--- config.mk ---
export PLATFORM = sky130hd
export DESIGN_NAME = touch_adc_channel_power_ctrl
export DESIGN_NICKNAME = d
export VERILOG_FILES = /design/src/shared/touch_ctrl_pkg.sv /design/src/verilog/conv_delay_timer.sv /design/src/verilog/touch_adc_channel_power_ctrl.sv
export SDC_FILE = /design/constraint.sdc
export NUM_CORES = 1
export LEC_CHECK = 0
export ABC_AREA = 1
export BUFFER_PORTS_ARGS = -buffer_cell sky130_fd_sc_hd__buf_2
export CAP_MARGIN = 20
export CORE_ASPECT_RATIO = 1.1
export CORE_MARGIN = 2
export CORE_UTILIZATION = 25
export DETAILED_ROUTE_END_ITERATION = 8
export PLACE_DENSITY = 0.44
export SYNTH_ARGS = -nofsm -noshare
export SYNTH_HDL_FRONTEND = slang
export SYNTH_SLANG_ARGS = --single-unit
--- constraint.sdc ---
create_clock -name pclk -period 4.3 [get_ports pclk]
set_input_delay 0.86 -clock pclk [delete_from_list [all_inputs] [get_ports pclk]]
set_output_delay 0.86 -clock pclk [all_outputs]
set_load 0.01 [all_outputs]
--- src/shared/touch_ctrl_pkg.sv ---
// Constants for the touch-screen converter control block.
// Assumes a 40 MHz APB clock and 16-bit registers in 32-bit words.
`default_nettype none
package touch_ctrl_pkg;
    // Register indices; byte address is four times the index
    localparam logic [7:0] IDX_CONV_CTRL = 8'h01;
    localparam logic [7:0] IDX_PWR_CTRL = 8'h02;
    localparam logic [7:0] IDX_SEQ_CTRL = 8'h03;
    localparam logic [7:0] IDX_IRQ_STATUS = 8'h10;
    localparam logic [7:0] IDX_IRQ_MASK = 8'h11;
    localparam logic [7:0] IDX_STATE = 8'h12;
    // Reset values
    localparam logic [15:0] CONV_CTRL_RST = 16'h0000;
    localparam logic [15:0] PWR_CTRL_RST = 16'h4040;
    localparam logic [15:0] SEQ_CTRL_RST = 16'h0000;
    // Field positions
    localparam int PEN_DIS_BIT = 15;
    localparam int CHAN_LSB = 12;
    localparam int MODE_LSB = 10;
    localparam int PM_LSB = 14;
    localparam int SE_BIT = 9;
    localparam int FCD_LSB = 0;
    // Mode and power codes
    localparam logic [1:0] MODE_OFF = 2'h0;
    localparam logic [1:0] MODE_SINGLE = 2'h1;
    localparam logic [1:0] MODE_SEQ_SLAVE = 2'h2;
    localparam logic [1:0] MODE_SEQ_MASTER = 2'h3;
    localparam logic [1:0] PM_SHUTDOWN = 2'h0;
    localparam logic [1:0] PM_ALWAYS_ON = 2'h2;
    // Channel codes
    localparam logic [2:0] CH_Y_POS = 3'h7;
    localparam logic [2:0] CH_X_POS = 3'h6;
    localparam logic [2:0] CH_PRESS1 = 3'h5;
    localparam logic [2:0] CH_PRESS2 = 3'h4;
    localparam logic [2:0] CH_TEMP = 3'h1;
    localparam logic [2:0] CH_INVALID = 3'h0;
    // Interrupt status bits
    localparam int EV_SEQ_DONE = 0;
    localparam int EV_TOUCH = 1;
    localparam int EV_BAD_CHAN = 2;
    // Delay step and its length in cycles
    localparam int CLK_MHZ = 40;
    localparam int FCD_STEP_US = 128;
    localparam int FCD_STEP_CYCLES = FCD_STEP_US * CLK_MHZ;
endpackage
`default_nettype wire

--- src/verilog/conv_delay_timer.sv ---
// Counts out the programmed first-conversion delay.
// Assumes start is a one-cycle pulse on the pclk domain.
`timescale 1ns/1ps
`default_nettype none
module conv_delay_timer #(
    parameter int STEP_CYCLES = touch_ctrl_pkg::FCD_STEP_CYCLES
)(
    input wire logic pclk,
    input wire logic presetn,
    input wire logic start,
    input wire logic [3:0] code,
    output logic done
);
    logic [19:0] count;
    logic busy;

    // Steps of 128 us; upper codes jump to coarser values
    function automatic logic [5:0] steps(input logic [3:0] c);
        case (c)
            4'ha: steps = 6'd12;
            4'hb: steps = 6'd14;
            4'hc: steps = 6'd16;
            4'hd: steps = 6'd20;
            4'he: steps = 6'd28;
            4'hf: steps = 6'd32;
            default: steps = 6'({2'h0, c} + 6'd1);
        endcase
    endfunction

    always_ff @(posedge pclk or negedge presetn)
    begin
        if (!presetn)
        begin
            count <= 20'h00000;
            busy <= 1'b0;
            done <= 1'b0;
        end
        else
        begin
            done <= 1'b0;
            if (start)
            begin
                count <= 20'(steps(code) * STEP_CYCLES - 1);
                busy <= 1'b1;
            end
            else if (busy)
            begin
                if (count == 20'h00000)
                begin
                    busy <= 1'b0;
                    done <= 1'b1;
                end
                else
                    count <= count - 20'h00001;
            end
        end
    end
endmodule
`default_nettype wire

--- src/verilog/touch_adc_channel_power_ctrl.sv ---
// Channel, sequence, switch, power and interrupt-pin control.
// Assumes an APB master on pclk and an ADC core answering conv_start
// with a one-cycle conv_done; touch_sense arrives asynchronously.
//
// Design decision made here: register access over APB.
`timescale 1ns/1ps
`default_nettype none
// Functional notes
// - Single conversion uses channel select field
// - Sequence converts only selected channel bits
// - Bit 9 picks single-ended or ratiometric
// - Pen bit picks touch or limit pin
// - Channel codes decode; code 000 invalid
// - Ratiometric pressure drives X-minus, Y-plus; Y position drives Y-plus/Y-minus, X position X-plus/X-minus; single-ended pressure and others off
// - Power register at 0x02, resets 0x4040
// - Four-bit code sets first-conversion delay
// - Delay before X/Y and after sequence
// - Code 00 shuts everything, overrides mode
// - Code 10 keeps ADC, bias, oscillator on
// - Sequence register layout, bit 0 unused
// - Mode bits select off/single/slave/master
module touch_adc_channel_power_ctrl #(
    parameter int STEP_CYCLES = touch_ctrl_pkg::FCD_STEP_CYCLES
)(
    input wire logic pclk,
    input wire logic presetn,
    input wire logic psel,
    input wire logic penable,
    input wire logic pwrite,
    input wire logic [11:0] paddr,
    input wire logic [31:0] pwdata,
    output logic [31:0] prdata,
    output logic pready,
    output logic pslverr,
    input wire logic touch_sense,
    input wire logic limit_viol,
    input wire logic conv_done,
    output logic conv_start,
    output logic [2:0] conv_channel,
    output logic conv_single_ended,
    output logic xp_on,
    output logic xn_on,
    output logic yp_on,
    output logic yn_on,
    output logic adc_pwr,
    output logic osc_pwr,
    output logic bias_pwr,
    output logic temp_pwr,
    output logic pen_touch_irq_n,
    output logic irq
);
    typedef enum {S_IDLE, S_ARM, S_DELAY, S_LAUNCH, S_CONV, S_POST} state_t;

    state_t state;
    logic [15:0] conv_ctrl;
    logic [15:0] power_filter_delay_control;
    logic [15:0] irq_and_sequence_control;
    logic [2:0] irq_status;
    logic [2:0] irq_mask;
    logic [2:0] cur;
    logic touch_meta;
    logic touch_sync;
    logic touch_prev;
    logic dly_go;
    logic dly_done;
    logic revert_mode;
    logic [2:0] events;
    logic wr_en;
    logic rd_en;
    logic [9:0] idx;
    logic mapped;
    logic [15:0] rd_word;
    logic [1:0] mode;
    logic [1:0] power_mgmt_field;
    logic [2:0] channel_select;
    logic single_ended_select;
    logic [2:0] first_ch;
    logic [2:0] next_ch;
    logic busy;

    assign mode = conv_ctrl[touch_ctrl_pkg::MODE_LSB +: 2];
    assign channel_select = conv_ctrl[touch_ctrl_pkg::CHAN_LSB +: 3];
    assign power_mgmt_field =
        power_filter_delay_control[touch_ctrl_pkg::PM_LSB +: 2];
    assign single_ended_select =
        power_filter_delay_control[touch_ctrl_pkg::SE_BIT];
    assign busy = (state != S_IDLE) && (state != S_ARM);

    // Highest selected channel at or below a start code; 0 when none
    function automatic logic [2:0] pick(input logic [7:0] m,
                                        input logic [2:0] from);
        logic [2:0] r;
        r = touch_ctrl_pkg::CH_INVALID;
        for (int i = 1; i < 8; i++)
        begin
            if (m[i] && (3'(i) <= from))
                r = 3'(i);
        end
        return r;
    endfunction

    // Position channels need a settling delay
    function automatic logic needs_delay(input logic [2:0] c);
        return (c == touch_ctrl_pkg::CH_Y_POS) ||
               (c == touch_ctrl_pkg::CH_X_POS);
    endfunction

    assign first_ch = pick(irq_and_sequence_control[7:0], 3'h7);
    assign next_ch = (cur == 3'h0) ? 3'h0 :
        pick(irq_and_sequence_control[7:0], cur - 3'h1);

    // Touch pin crosses into pclk; only the second and third (edge) stages are read
    always_ff @(posedge pclk or negedge presetn)
    begin
        if (!presetn)
        begin
            touch_meta <= 1'b0;
            touch_sync <= 1'b0;
            touch_prev <= 1'b0;
        end
        else
        begin
            touch_meta <= touch_sense;
            touch_sync <= touch_meta;
            touch_prev <= touch_sync;
        end
    end

    // APB decode; one wait state so read data comes from a flop
    assign idx = paddr[11:2];
    assign mapped = (idx == 10'(touch_ctrl_pkg::IDX_CONV_CTRL)) ||
                    (idx == 10'(touch_ctrl_pkg::IDX_PWR_CTRL)) ||
                    (idx == 10'(touch_ctrl_pkg::IDX_SEQ_CTRL)) ||
                    (idx == 10'(touch_ctrl_pkg::IDX_IRQ_STATUS)) ||
                    (idx == 10'(touch_ctrl_pkg::IDX_IRQ_MASK)) ||
                    (idx == 10'(touch_ctrl_pkg::IDX_STATE));
    assign wr_en = psel && penable && pready && pwrite && mapped;
    assign rd_en = psel && penable && !pready;

    always_comb
    begin
        rd_word = 16'h0000;
        case (idx)
            10'(touch_ctrl_pkg::IDX_CONV_CTRL): rd_word = conv_ctrl;
            10'(touch_ctrl_pkg::IDX_PWR_CTRL):
                rd_word = power_filter_delay_control;
            10'(touch_ctrl_pkg::IDX_SEQ_CTRL):
                rd_word = irq_and_sequence_control;
            10'(touch_ctrl_pkg::IDX_IRQ_STATUS):
                rd_word = {13'h0000, irq_status};
            10'(touch_ctrl_pkg::IDX_IRQ_MASK): rd_word = {13'h0000, irq_mask};
            10'(touch_ctrl_pkg::IDX_STATE):
                rd_word = {8'h00, busy, touch_sync, 3'h0, cur};
            default: rd_word = 16'h0000;
        endcase
    end

    always_ff @(posedge pclk or negedge presetn)
    begin
        if (!presetn)
        begin
            pready <= 1'b0;
            pslverr <= 1'b0;
            prdata <= 32'h00000000;
        end
        else
        begin
            pready <= rd_en;
            pslverr <= rd_en && !mapped;
            if (rd_en && !pwrite)
                prdata <= {16'h0000, rd_word};
        end
    end

    // Control registers; a host write to the mode bits beats a revert
    always_ff @(posedge pclk or negedge presetn)
    begin
        if (!presetn)
        begin
            conv_ctrl <= touch_ctrl_pkg::CONV_CTRL_RST;
            power_filter_delay_control <= touch_ctrl_pkg::PWR_CTRL_RST;
            irq_and_sequence_control <= touch_ctrl_pkg::SEQ_CTRL_RST;
            irq_mask <= 3'h0;
        end
        else
        begin
            if (revert_mode)
                conv_ctrl[touch_ctrl_pkg::MODE_LSB +: 2] <=
                    touch_ctrl_pkg::MODE_OFF;
            if (wr_en)
            begin
                case (idx)
                    10'(touch_ctrl_pkg::IDX_CONV_CTRL):
                        conv_ctrl <= pwdata[15:0];
                    10'(touch_ctrl_pkg::IDX_PWR_CTRL):
                        power_filter_delay_control <= pwdata[15:0];
                    10'(touch_ctrl_pkg::IDX_SEQ_CTRL):
                        irq_and_sequence_control <= {pwdata[15:1], 1'b0};
                    10'(touch_ctrl_pkg::IDX_IRQ_MASK):
                        irq_mask <= pwdata[2:0];
                    default: ;
                endcase
            end
        end
    end

    // Sticky events; a new event wins over a write-one clear
    always_ff @(posedge pclk or negedge presetn)
    begin
        if (!presetn)
        begin
            irq_status <= 3'h0;
            irq <= 1'b0;
        end
        else
        begin
            if (wr_en && (idx == 10'(touch_ctrl_pkg::IDX_IRQ_STATUS)))
                irq_status <= (irq_status & ~pwdata[2:0]) | events;
            else
                irq_status <= irq_status | events;
            irq <= |(irq_status & irq_mask);
        end
    end

    conv_delay_timer #(
        .STEP_CYCLES(STEP_CYCLES)
    ) u_delay (
        .pclk(pclk),
        .presetn(presetn),
        .start(dly_go),
        .code(power_filter_delay_control[touch_ctrl_pkg::FCD_LSB +: 4]),
        .done(dly_done)
    );

    // Conversion sequencer
    always_ff @(posedge pclk or negedge presetn)
    begin
        if (!presetn)
        begin
            state <= S_IDLE;
            cur <= 3'h0;
            dly_go <= 1'b0;
            revert_mode <= 1'b0;
            events <= 3'h0;
            conv_start <= 1'b0;
        end
        else
        begin
            dly_go <= 1'b0;
            revert_mode <= 1'b0;
            events <= 3'h0;
            conv_start <= 1'b0;
            events[touch_ctrl_pkg::EV_TOUCH] <= touch_sync && !touch_prev;
            if (power_mgmt_field == touch_ctrl_pkg::PM_SHUTDOWN)
                state <= S_IDLE;
            else
            begin
                case (state)
                    S_IDLE:
                    begin
                        // Old mode bits still stand while a revert lands
                        if (revert_mode)
                            state <= S_IDLE;
                        else if (mode == touch_ctrl_pkg::MODE_SINGLE)
                        begin
                            if (channel_select == touch_ctrl_pkg::CH_INVALID)
                            begin
                                events[touch_ctrl_pkg::EV_BAD_CHAN] <= 1'b1;
                                revert_mode <= 1'b1;
                            end
                            else
                            begin
                                cur <= channel_select;
                                dly_go <= 1'b1;
                                state <= S_DELAY;
                            end
                        end
                        else if (mode == touch_ctrl_pkg::MODE_SEQ_SLAVE)
                        begin
                            if (first_ch == 3'h0)
                                revert_mode <= 1'b1;
                            else
                            begin
                                cur <= first_ch;
                                dly_go <= 1'b1;
                                state <= S_DELAY;
                            end
                        end
                        else if (mode == touch_ctrl_pkg::MODE_SEQ_MASTER)
                            state <= S_ARM;
                    end
                    S_ARM:
                    begin
                        if (mode != touch_ctrl_pkg::MODE_SEQ_MASTER)
                            state <= S_IDLE;
                        else if (touch_sync && !touch_prev &&
                                 (first_ch != 3'h0))
                        begin
                            cur <= first_ch;
                            dly_go <= 1'b1;
                            state <= S_DELAY;
                        end
                    end
                    S_DELAY:
                    begin
                        if (dly_done)
                            state <= S_LAUNCH;
                    end
                    S_LAUNCH:
                    begin
                        conv_start <= 1'b1;
                        state <= S_CONV;
                    end
                    S_CONV:
                    begin
                        if (conv_done)
                        begin
                            if (mode == touch_ctrl_pkg::MODE_SINGLE ||
                                next_ch == 3'h0)
                            begin
                                dly_go <= 1'b1;
                                state <= S_POST;
                            end
                            else
                            begin
                                cur <= next_ch;
                                dly_go <= needs_delay(next_ch);
                                state <= needs_delay(next_ch) ?
                                    S_DELAY : S_LAUNCH;
                            end
                        end
                    end
                    S_POST:
                    begin
                        if (dly_done)
                        begin
                            events[touch_ctrl_pkg::EV_SEQ_DONE] <= 1'b1;
                            revert_mode <=
                                (mode != touch_ctrl_pkg::MODE_SEQ_MASTER);
                            state <= S_IDLE;
                        end
                    end
                    default: state <= S_IDLE;
                endcase
            end
        end
    end

    // Channel, method and panel switches, set when a conversion launches
    always_ff @(posedge pclk or negedge presetn)
    begin
        if (!presetn)
        begin
            conv_channel <= 3'h0;
            conv_single_ended <= 1'b0;
            {xp_on, xn_on, yp_on, yn_on} <= 4'h0;
        end
        else if (state == S_LAUNCH)
        begin
            conv_channel <= cur;
            conv_single_ended <= single_ended_select;
            case (cur)
                touch_ctrl_pkg::CH_Y_POS: {xp_on, xn_on, yp_on, yn_on} <= 4'h3;
                touch_ctrl_pkg::CH_X_POS: {xp_on, xn_on, yp_on, yn_on} <= 4'hc;
                touch_ctrl_pkg::CH_PRESS1, touch_ctrl_pkg::CH_PRESS2:
                    {xp_on, xn_on, yp_on, yn_on} <=
                        single_ended_select ? 4'h0 : 4'h6;
                default: {xp_on, xn_on, yp_on, yn_on} <= 4'h0;
            endcase
        end
        else if (!busy)
            {xp_on, xn_on, yp_on, yn_on} <= 4'h0;
    end

    // Power enables; under codes 01 and 11, ADC and temp sensor off while idle, oscillator and bias off when idle in master mode only
    always_ff @(posedge pclk or negedge presetn)
    begin
        if (!presetn)
        begin
            {adc_pwr, osc_pwr, bias_pwr, temp_pwr} <= 4'h0;
        end
        else
        begin
            case (power_mgmt_field)
                touch_ctrl_pkg::PM_SHUTDOWN:
                    {adc_pwr, osc_pwr, bias_pwr, temp_pwr} <= 4'h0;
                touch_ctrl_pkg::PM_ALWAYS_ON:
                begin
                    {adc_pwr, osc_pwr, bias_pwr} <= 3'h7;
                    temp_pwr <= busy && (cur == touch_ctrl_pkg::CH_TEMP);
                end
                default:
                begin
                    adc_pwr <= busy;
                    temp_pwr <= busy && (cur == touch_ctrl_pkg::CH_TEMP);
                    osc_pwr <= busy ||
                        (mode != touch_ctrl_pkg::MODE_SEQ_MASTER);
                    bias_pwr <= busy ||
                        (mode != touch_ctrl_pkg::MODE_SEQ_MASTER);
                end
            endcase
        end
    end

    // Shared pin; touch release during conversion waits for idle
    always_ff @(posedge pclk or negedge presetn)
    begin
        if (!presetn)
            pen_touch_irq_n <= 1'b1;
        else if (conv_ctrl[touch_ctrl_pkg::PEN_DIS_BIT])
            pen_touch_irq_n <= !limit_viol;
        else if (!busy || touch_sync)
            pen_touch_irq_n <= !touch_sync;
    end
endmodule
`default_nettype wire
==> flow_summary.ini, run 1 <==
[setup_path]
worst_setup_path_start_kind = register
path_max_fanout = 5
crit_required_ns = 4.66
worst-endpoint-arrival_ns = 3.57
worst-setup-path-type = register to register
critPathCaptureType = register

[global_route]
grt_first_pass_wirelength_mm = 29.08
grt_pass1_vias = 5576
grt_use_total_pct = 13.06
antenna_found_initial = 0
grt_start_max_net_pins = 64
gr-total-overflow = 0

[synthesis]
synthesis.area_per_instance_um2 = 7.819
ys_top_cells_by_area = sky130_fd_sc_hd__dfrtp_1, sky130_fd_sc_hd__nand2_1, sky130_fd_sc_hd__o21ai_1, sky130_fd_sc_hd__inv_1, sky130_fd_sc_hd__ha_1
synth_warnings = 0
syn-instance-count = 852
asyncSetResetFlopFracSynth_pct = 100.0
synth_register_bits = 121
synth_flop_cell = sky130_fd_sc_hd__dfrtp_1
number_of_synthesized_flops_with_an_enable_pin = 0
synth_seq_area_share_pct = 45.51
yosys.cell_types.count = 42
mappedNetlistArea_um2 = 6661
synth_largest_area_cell = sky130_fd_sc_hd__dfrtp_1
yosysTopAreaCellShare_pct = 44.33

[clock_network]
clk_root_buffer_cell = sky130_fd_sc_hd__clkbuf_16
cts_num_sinks = 121
cts-buffers-inserted = 17
post_cts_hold_buffer_count = 0
htreeDepth = 4
post_cts_resize_count = 0
post_cts_buffers = 0
clk_latency_ns = 0.41
clock_tree.buffer_depth = 2
tritoncts = built
clk_pin_slew_worst_paths_ns = 0.06

[status]
outcome = completed

[layout]
fillCellCount = 2861
area_grow_syn2layout_pct = 18.46
multiInputGateArea_um2 = 3017
n_antenna_cell = 0
fin_util_pct = 30.19
final_common_cell = sky130_fd_sc_hd__nand2_1
final_layout_size_suffix_gt1_share_pct = 14.59
layout_common_cells = sky130_fd_sc_hd__nand2_1, sky130_fd_sc_hd__dfrtp_1, sky130_fd_sc_hd__inv_1
nets = 997
ff_latch_area_um2 = 3032
final_area_um2 = 7891

[placed_design]
place_congestion = 0.7805
detailedPlacementHpwl_mm = 13.01
io_buffers = 66
post_dp_cell_area_um2 = 7311

[timing]
fmax_mhz = 310.9
post-route-min-period_ns = 3.217
grt_setup_unrepaired = no
hold_viol_final = 0
tightestPinTransition_ns = 0.8234
fin_tns_setup_ns = 0
fin_crit_sh_pct = 74.81
slew_violations = 0
maxSlewHeadroom_pct = 45.10
skew_ns = 0.01258
final-setup-viol-count = 0

[pwr]
cell_internal_pwr_w = 0.001989
clock_power_share_pct = 53.4
pwr-share-comb_pct = 3.2
portion_of_total_power_attributed_to_sequential_cells_pct = 43.3
power.static_leakage_nw = 3.855
power.density_cell_area_nw_per_um2 = 336.2
net-switching-power_w = 0.0006638
p_sw_share_pct = 25.02
vdd.ir_drop.worst_mv = 0.2172
totalPowerFinal_w = 0.002653

[floorplanning]
top_level_ports = 101
placementRows = 62
fp.dieArea_um2 = 27970
initial_cell_density_of_the_core_pct = 25.48
core_um2 = 26140
die_w_um = 159.6
die-height_um = 175.2

[route]
total_wire_length_mm = 17.75
first_pass_iters = 5
dr_total_vias = 5671
ant_nets = 0
wl_per_cell_um = 13.82
post-route-drc-count = 0
drt-initial-drc-count = 338
detail_route.vias_per_cell = 4.417

[job]
cap_viol_max_count = 0

[min_path]
holdCritPathClass = register to register
final timing paths:
path	start	end	slack, ns	cells after the start
setup / recovery	power_filter_delay_control[0]	u_delay.count[18]	1.08	17
hold / removal	touch_meta	touch_sync	0.36	0
setup reg to reg	power_filter_delay_control[0]	u_delay.count[18]	1.08	17
hold reg to reg	touch_meta	touch_sync	0.36	0
max in group asynchronous	presetn	u_delay.busy	2.94	2
min in group asynchronous	presetn	pslverr	0.54	1
cells in the mapped netlist (2+ instances only):
cell type / number
sky130_fd_sc_hd__a21oi_1: 28
sky130_fd_sc_hd__a221oi_1: 11
sky130_fd_sc_hd__a22oi_1: 2
sky130_fd_sc_hd__a31oi_1: 5
sky130_fd_sc_hd__a32o_1: 5
sky130_fd_sc_hd__buf_2: 13
sky130_fd_sc_hd__buf_4: 17
sky130_fd_sc_hd__clkbuf_1: 6
sky130_fd_sc_hd__clkinv_1: 3
sky130_fd_sc_hd__dfrtp_1: 118
sky130_fd_sc_hd__dfstp_2: 3
sky130_fd_sc_hd__ha_1: 25
sky130_fd_sc_hd__inv_1: 103
sky130_fd_sc_hd__inv_2: 15
sky130_fd_sc_hd__nand2_1: 198
sky130_fd_sc_hd__nand2_2: 5
sky130_fd_sc_hd__nand3_1: 52
sky130_fd_sc_hd__nand4_1: 9
sky130_fd_sc_hd__nor2_1: 66
sky130_fd_sc_hd__nor2_2: 6
sky130_fd_sc_hd__nor2_4: 3
sky130_fd_sc_hd__nor3_1: 12
sky130_fd_sc_hd__nor4_1: 4
sky130_fd_sc_hd__o211ai_1: 4
sky130_fd_sc_hd__o21ai_0: 27
sky130_fd_sc_hd__o21ai_1: 85
sky130_fd_sc_hd__o221ai_1: 2
sky130_fd_sc_hd__o22ai_1: 4
sky130_fd_sc_hd__o311ai_0: 2
sky130_fd_sc_hd__xnor2_1: 3
sky130_fd_sc_hd__xor2_1: 5
critical path: stages (launching register included):
cell and delay [ns]:
sky130_fd_sc_hd__dfrtp_1 0.43, sky130_fd_sc_hd__inv_1 0.17, sky130_fd_sc_hd__ha_1 0.22, sky130_fd_sc_hd__o21ai_1 0.13
sky130_fd_sc_hd__a21oi_2 0.25, sky130_fd_sc_hd__inv_1 0.07, sky130_fd_sc_hd__ha_1 0.27, sky130_fd_sc_hd__ha_1 0.16
sky130_fd_sc_hd__inv_1 0.06, sky130_fd_sc_hd__fa_1 0.40, sky130_fd_sc_hd__o21ai_1 0.18, sky130_fd_sc_hd__xor2_1 0.27
sky130_fd_sc_hd__nand3_1 0.14, sky130_fd_sc_hd__a21oi_1 0.14, sky130_fd_sc_hd__o21ai_0 0.11, sky130_fd_sc_hd__nand2_1 0.07
sky130_fd_sc_hd__nand2_1 0.04, sky130_fd_sc_hd__nand2_1 0.06
power groups by stage:
stage	Sequential [W]	Clock, W	Combinational, W
CTS	0.00115	0.00146	0.0000899
global route	0.00115	0.00150	0.0000992
finish	0.00115	0.00142	0.0000858
floorplan	0.00117	0	0.0000392
global placement	0.00117	0	0.0000906
detailed placement	0.00117	0	0.0000895
stage by stage:
stage          std cells  hold WS [ns]  setup WS (ns)
2_1_floorplan        867        0.3312          1.442
3_3_place_gp        1252        0.3470          1.098
3_5_place_dp        1252        0.3434          1.075
4_1_cts             1284        0.3583          1.074
5_1_grt             1284        0.3632         0.7231
6_report            1284        0.3590          1.083
per-layer routing:
| layer | up-vias | wire length [um] | part of all wire [%] | global-route usage (%) |
|---|---|---|---|---|
| met5 | - | 0 | 0 | 0 |
| met4 | 0 | 138 | 0.78 | 3.750 |
| met3 | 8 | 336 | 1.9 | 2.445 |
| met2 | 66 | 8961 | 50 | 22.84 |
| met1 | 2684 | 8312 | 47 | 16.40 |
| li1 | 2913 | - | - | - |
state kept, by name (all words and copies together) (netlist names), 3 cells and up:
signal and flops:
u_delay.count 20, conv_ctrl 16, power_filter_delay_control 16, prdata 16, irq_and_sequence_control 15, conv_channel 3, cur 3, events 3
irq_mask 3, irq_status 3, state 3
kinds of logic (layout without fill, tap and decap cells):
| group | count (synthesis) | after routing | share of synthesized area [%] |
|---|---|---|---|
| adder cells (fa/ha/maj) | 26 | 26 | 4.996 |
| other | 1 | 16 | 0.05629 |
| AO/OA/AOI/OAI | 181 | 181 | 15.61 |
| buffers and inverters | 157 | 222 | 10.05 |
| flip-flops | 121 | 121 | 45.51 |
| XOR/XNOR | 8 | 8 | 1.052 |
| AND/OR/NAND/NOR | 358 | 358 | 22.73 |
cell type report:
| class | count | area share (%) |
|---|---|---|
| Clock buffer | 17 | 5.391 |
| Clock inverter | 15 | 1.966 |
| Inverter | 121 | 5.756 |
| Multi-Input combinational cell | 589 | 38.23 |
| Sequential cell | 121 | 38.42 |
| Tap cell | 352 | 5.581 |
| Timing Repair Buffer | 69 | 4.661 |
Power figures use the tool's default switching activity.
==> inputs of run 2 (changes only) <==
Settings changed: PLACE_DENSITY 0.44 to 0.46.
Clock period 4.3 ns to 2.68 ns, I/O delays scaled along.
==> run 2 against run 1 <==
Net effect:
- the flow now finishes with violations (setup timing)
- cell count up 3.2%
- largest cell class is now multi-input combinational cells
- clock-buffer cell count stayed put
- largest power group unchanged
- critical path type unchanged
- clock power increased by 65%
- sequential cell count did not move
- routed wire length rose by 3.5%
- clock skew increased by 0.0019 ns
==> flow_summary.ini, run 2 (synthesis results as in run 1) <==
[status]
outcome = finished with violations
violations = setup timing

[global_route]
gr-usage-met1_pct = 16.67
gr-total-overflow = 0
grt_pass1_vias = 5866
grt_first_pass_wirelength_mm = 29.97
grt_busiest_layer = met2
grt_use_total_pct = 13.49
grt_start_max_net_pins = 48
grt.met2_usage_pct = 23.63
antenna_found_initial = 0
gr-usage-met3_pct = 2.611

[floorplanning]
die-height_um = 175.2
die_w_um = 159.6
core_um2 = 26140
initial_cell_density_of_the_core_pct = 25.48
top_level_ports = 101
placementRows = 62
fp.dieArea_um2 = 27970

[pwr]
power.density_cell_area_nw_per_um2 = 522.8
totalPowerFinal_w = 0.004342
vdd.ir_drop.worst_mv = 0.2907
power.static_leakage_nw = 4.064

[setup_path]
critPathCaptureType = register
path_max_fanout = 4
rr_startpoint = power_filter_delay_control[0]
worst_setup_path_start_kind = register
worstReg2RegEnd = u_delay.count[17]
worst-endpoint-arrival_ns = 3.32
worst-setup-path-type = register to register
ff2ff_setup_slack_ns = -0.28
crit_required_ns = 3.04
worst-r2r-cell-count = 16
crit_path_start = power_filter_delay_control[0]

[clock_network]
cts_num_sinks = 121
clk_pin_slew_worst_paths_ns = 0.06
htreeDepth = 4
tritoncts = built
clk_root_buffer_cell = sky130_fd_sc_hd__clkbuf_16
cts-buffers-inserted = 17
clk_latency_ns = 0.43
clock_tree.buffer_depth = 2

[timing]
tightestPinTransition_ns = 0.6123
slew_violations = 0
post-route-min-period_ns = 2.961
postLayoutSetupSlackWorst_ns = -0.2812
final-setup-viol-count = 6
fin_crit_sh_pct = 110.5
grt_setup_unrepaired = yes
skew_ns = 0.01446
hold_viol_final = 0
fmax_mhz = 337.7
maxSlewHeadroom_pct = 58.86

[layout]
layout_common_cells = sky130_fd_sc_hd__nand2_1, sky130_fd_sc_hd__dfrtp_1, sky130_fd_sc_hd__inv_1
area_grow_syn2layout_pct = 24.66
finalNonFillerCells = 1325
n_antenna_cell = 0
max_flop_register = u_delay.count
final_layout_size_suffix_gt1_share_pct = 20.14
nets = 1038
final_common_cell = sky130_fd_sc_hd__nand2_1
largest_register_ffs = 20

[job]
cap_viol_max_count = 0

[placed_design]
detailedPlacementHpwl_mm = 13.47
dpl_worst_slack_ns = -0.2870
io_buffers = 66
place_congestion = 0.8081
dpl.cell_count = 1286

[route]
post-route-drc-count = 0
first_pass_iters = 4
detail_route.vias_per_cell = 4.469
ant_nets = 0
total_wire_length_mm = 18.38
wl_per_cell_um = 13.87
dr_total_vias = 5921
drt-initial-drc-count = 298

[min_path]
holdCritPathClass = input port to async pin
==> run 2: per-stage QoR <==
step                      util (%)  hold WS (ns)  area, um2  TNS (ns)
after floorplan                  -        0.2404       6731   -0.2530
after global routing         31.77       0.07846       8304    -2.542
after detailed placement     29.09        0.3365       7605    -1.006
after global placement       29.09        0.3348       7605   -0.7792
after CTS                    31.59       0.07252       8259   -0.9599
final                        31.77       0.05534       8304    -1.348
==> run 2: how the worst max path moves through the flow <==
stage | cells after the start | endpoint
after floorplan | 18 | u_delay.count[18]
after global placement | 17 | u_delay.count[17]
after detailed placement | 17 | u_delay.count[17]
after CTS | 16 | u_delay.count[17]
after global routing | 16 | u_delay.count[17]
final | 16 | u_delay.count[17]
==> run 2: repair_timing <==
| action | CTS | global route |
|---|---|---|
| hold buffers | 0 | 0 |
| setup buffers | 6 | 1 |
| endpoints found under the setup margin | 6 | 9 |
| gates resized for setup | 2 | 13 |
| cloned | 0 | 0 |
| pin swaps | 8 | 16 |
==> run 2: critical path: stages (launching register included) <==
cell and delay, ns:
sky130_fd_sc_hd__dfrtp_1 0.42, sky130_fd_sc_hd__inv_2 0.10, sky130_fd_sc_hd__ha_2 0.23, sky130_fd_sc_hd__o21ai_4 0.09, sky130_fd_sc_hd__a21oi_2 0.17, sky130_fd_sc_hd__inv_1 0.06, sky130_fd_sc_hd__ha_1 0.27, sky130_fd_sc_hd__ha_2 0.18
sky130_fd_sc_hd__inv_2 0.04, sky130_fd_sc_hd__fa_2 0.56, sky130_fd_sc_hd__inv_2 0.04, sky130_fd_sc_hd__nor2_2 0.09, sky130_fd_sc_hd__nand4_1 0.16, sky130_fd_sc_hd__nor2_2 0.16, sky130_fd_sc_hd__xnor2_1 0.14, sky130_fd_sc_hd__nand2_1 0.08
sky130_fd_sc_hd__a21oi_2 0.11
==> run 2: power by group <==
group          internal, W  switching (W)  total (W)
clock              0.00133        0.00102    0.00235
combinational    0.0000414       0.000104   0.000145
sequential         0.00184     0.00000656    0.00184
total              0.00321        0.00113    0.00434
==> run 2: per-layer routing <==
layer	share of wire (%)	vias to the layer above
met1	46	2835
met3	2.8	19
met5	0	-
met4	1.6	0
met2	50	79
li1	-	2988
==> run 2: layout make-up <==
type / instances / area, um2
fill: 2858 / 17840
multi-input combinational: 589 / 3077
sequential: 121 / 3033
timing repair buffer: 110 / 700.7
inverter: 121 / 454.2
tap: 352 / 440.4
clock buffer: 17 / 425.4
clock inverter: 15 / 173.9
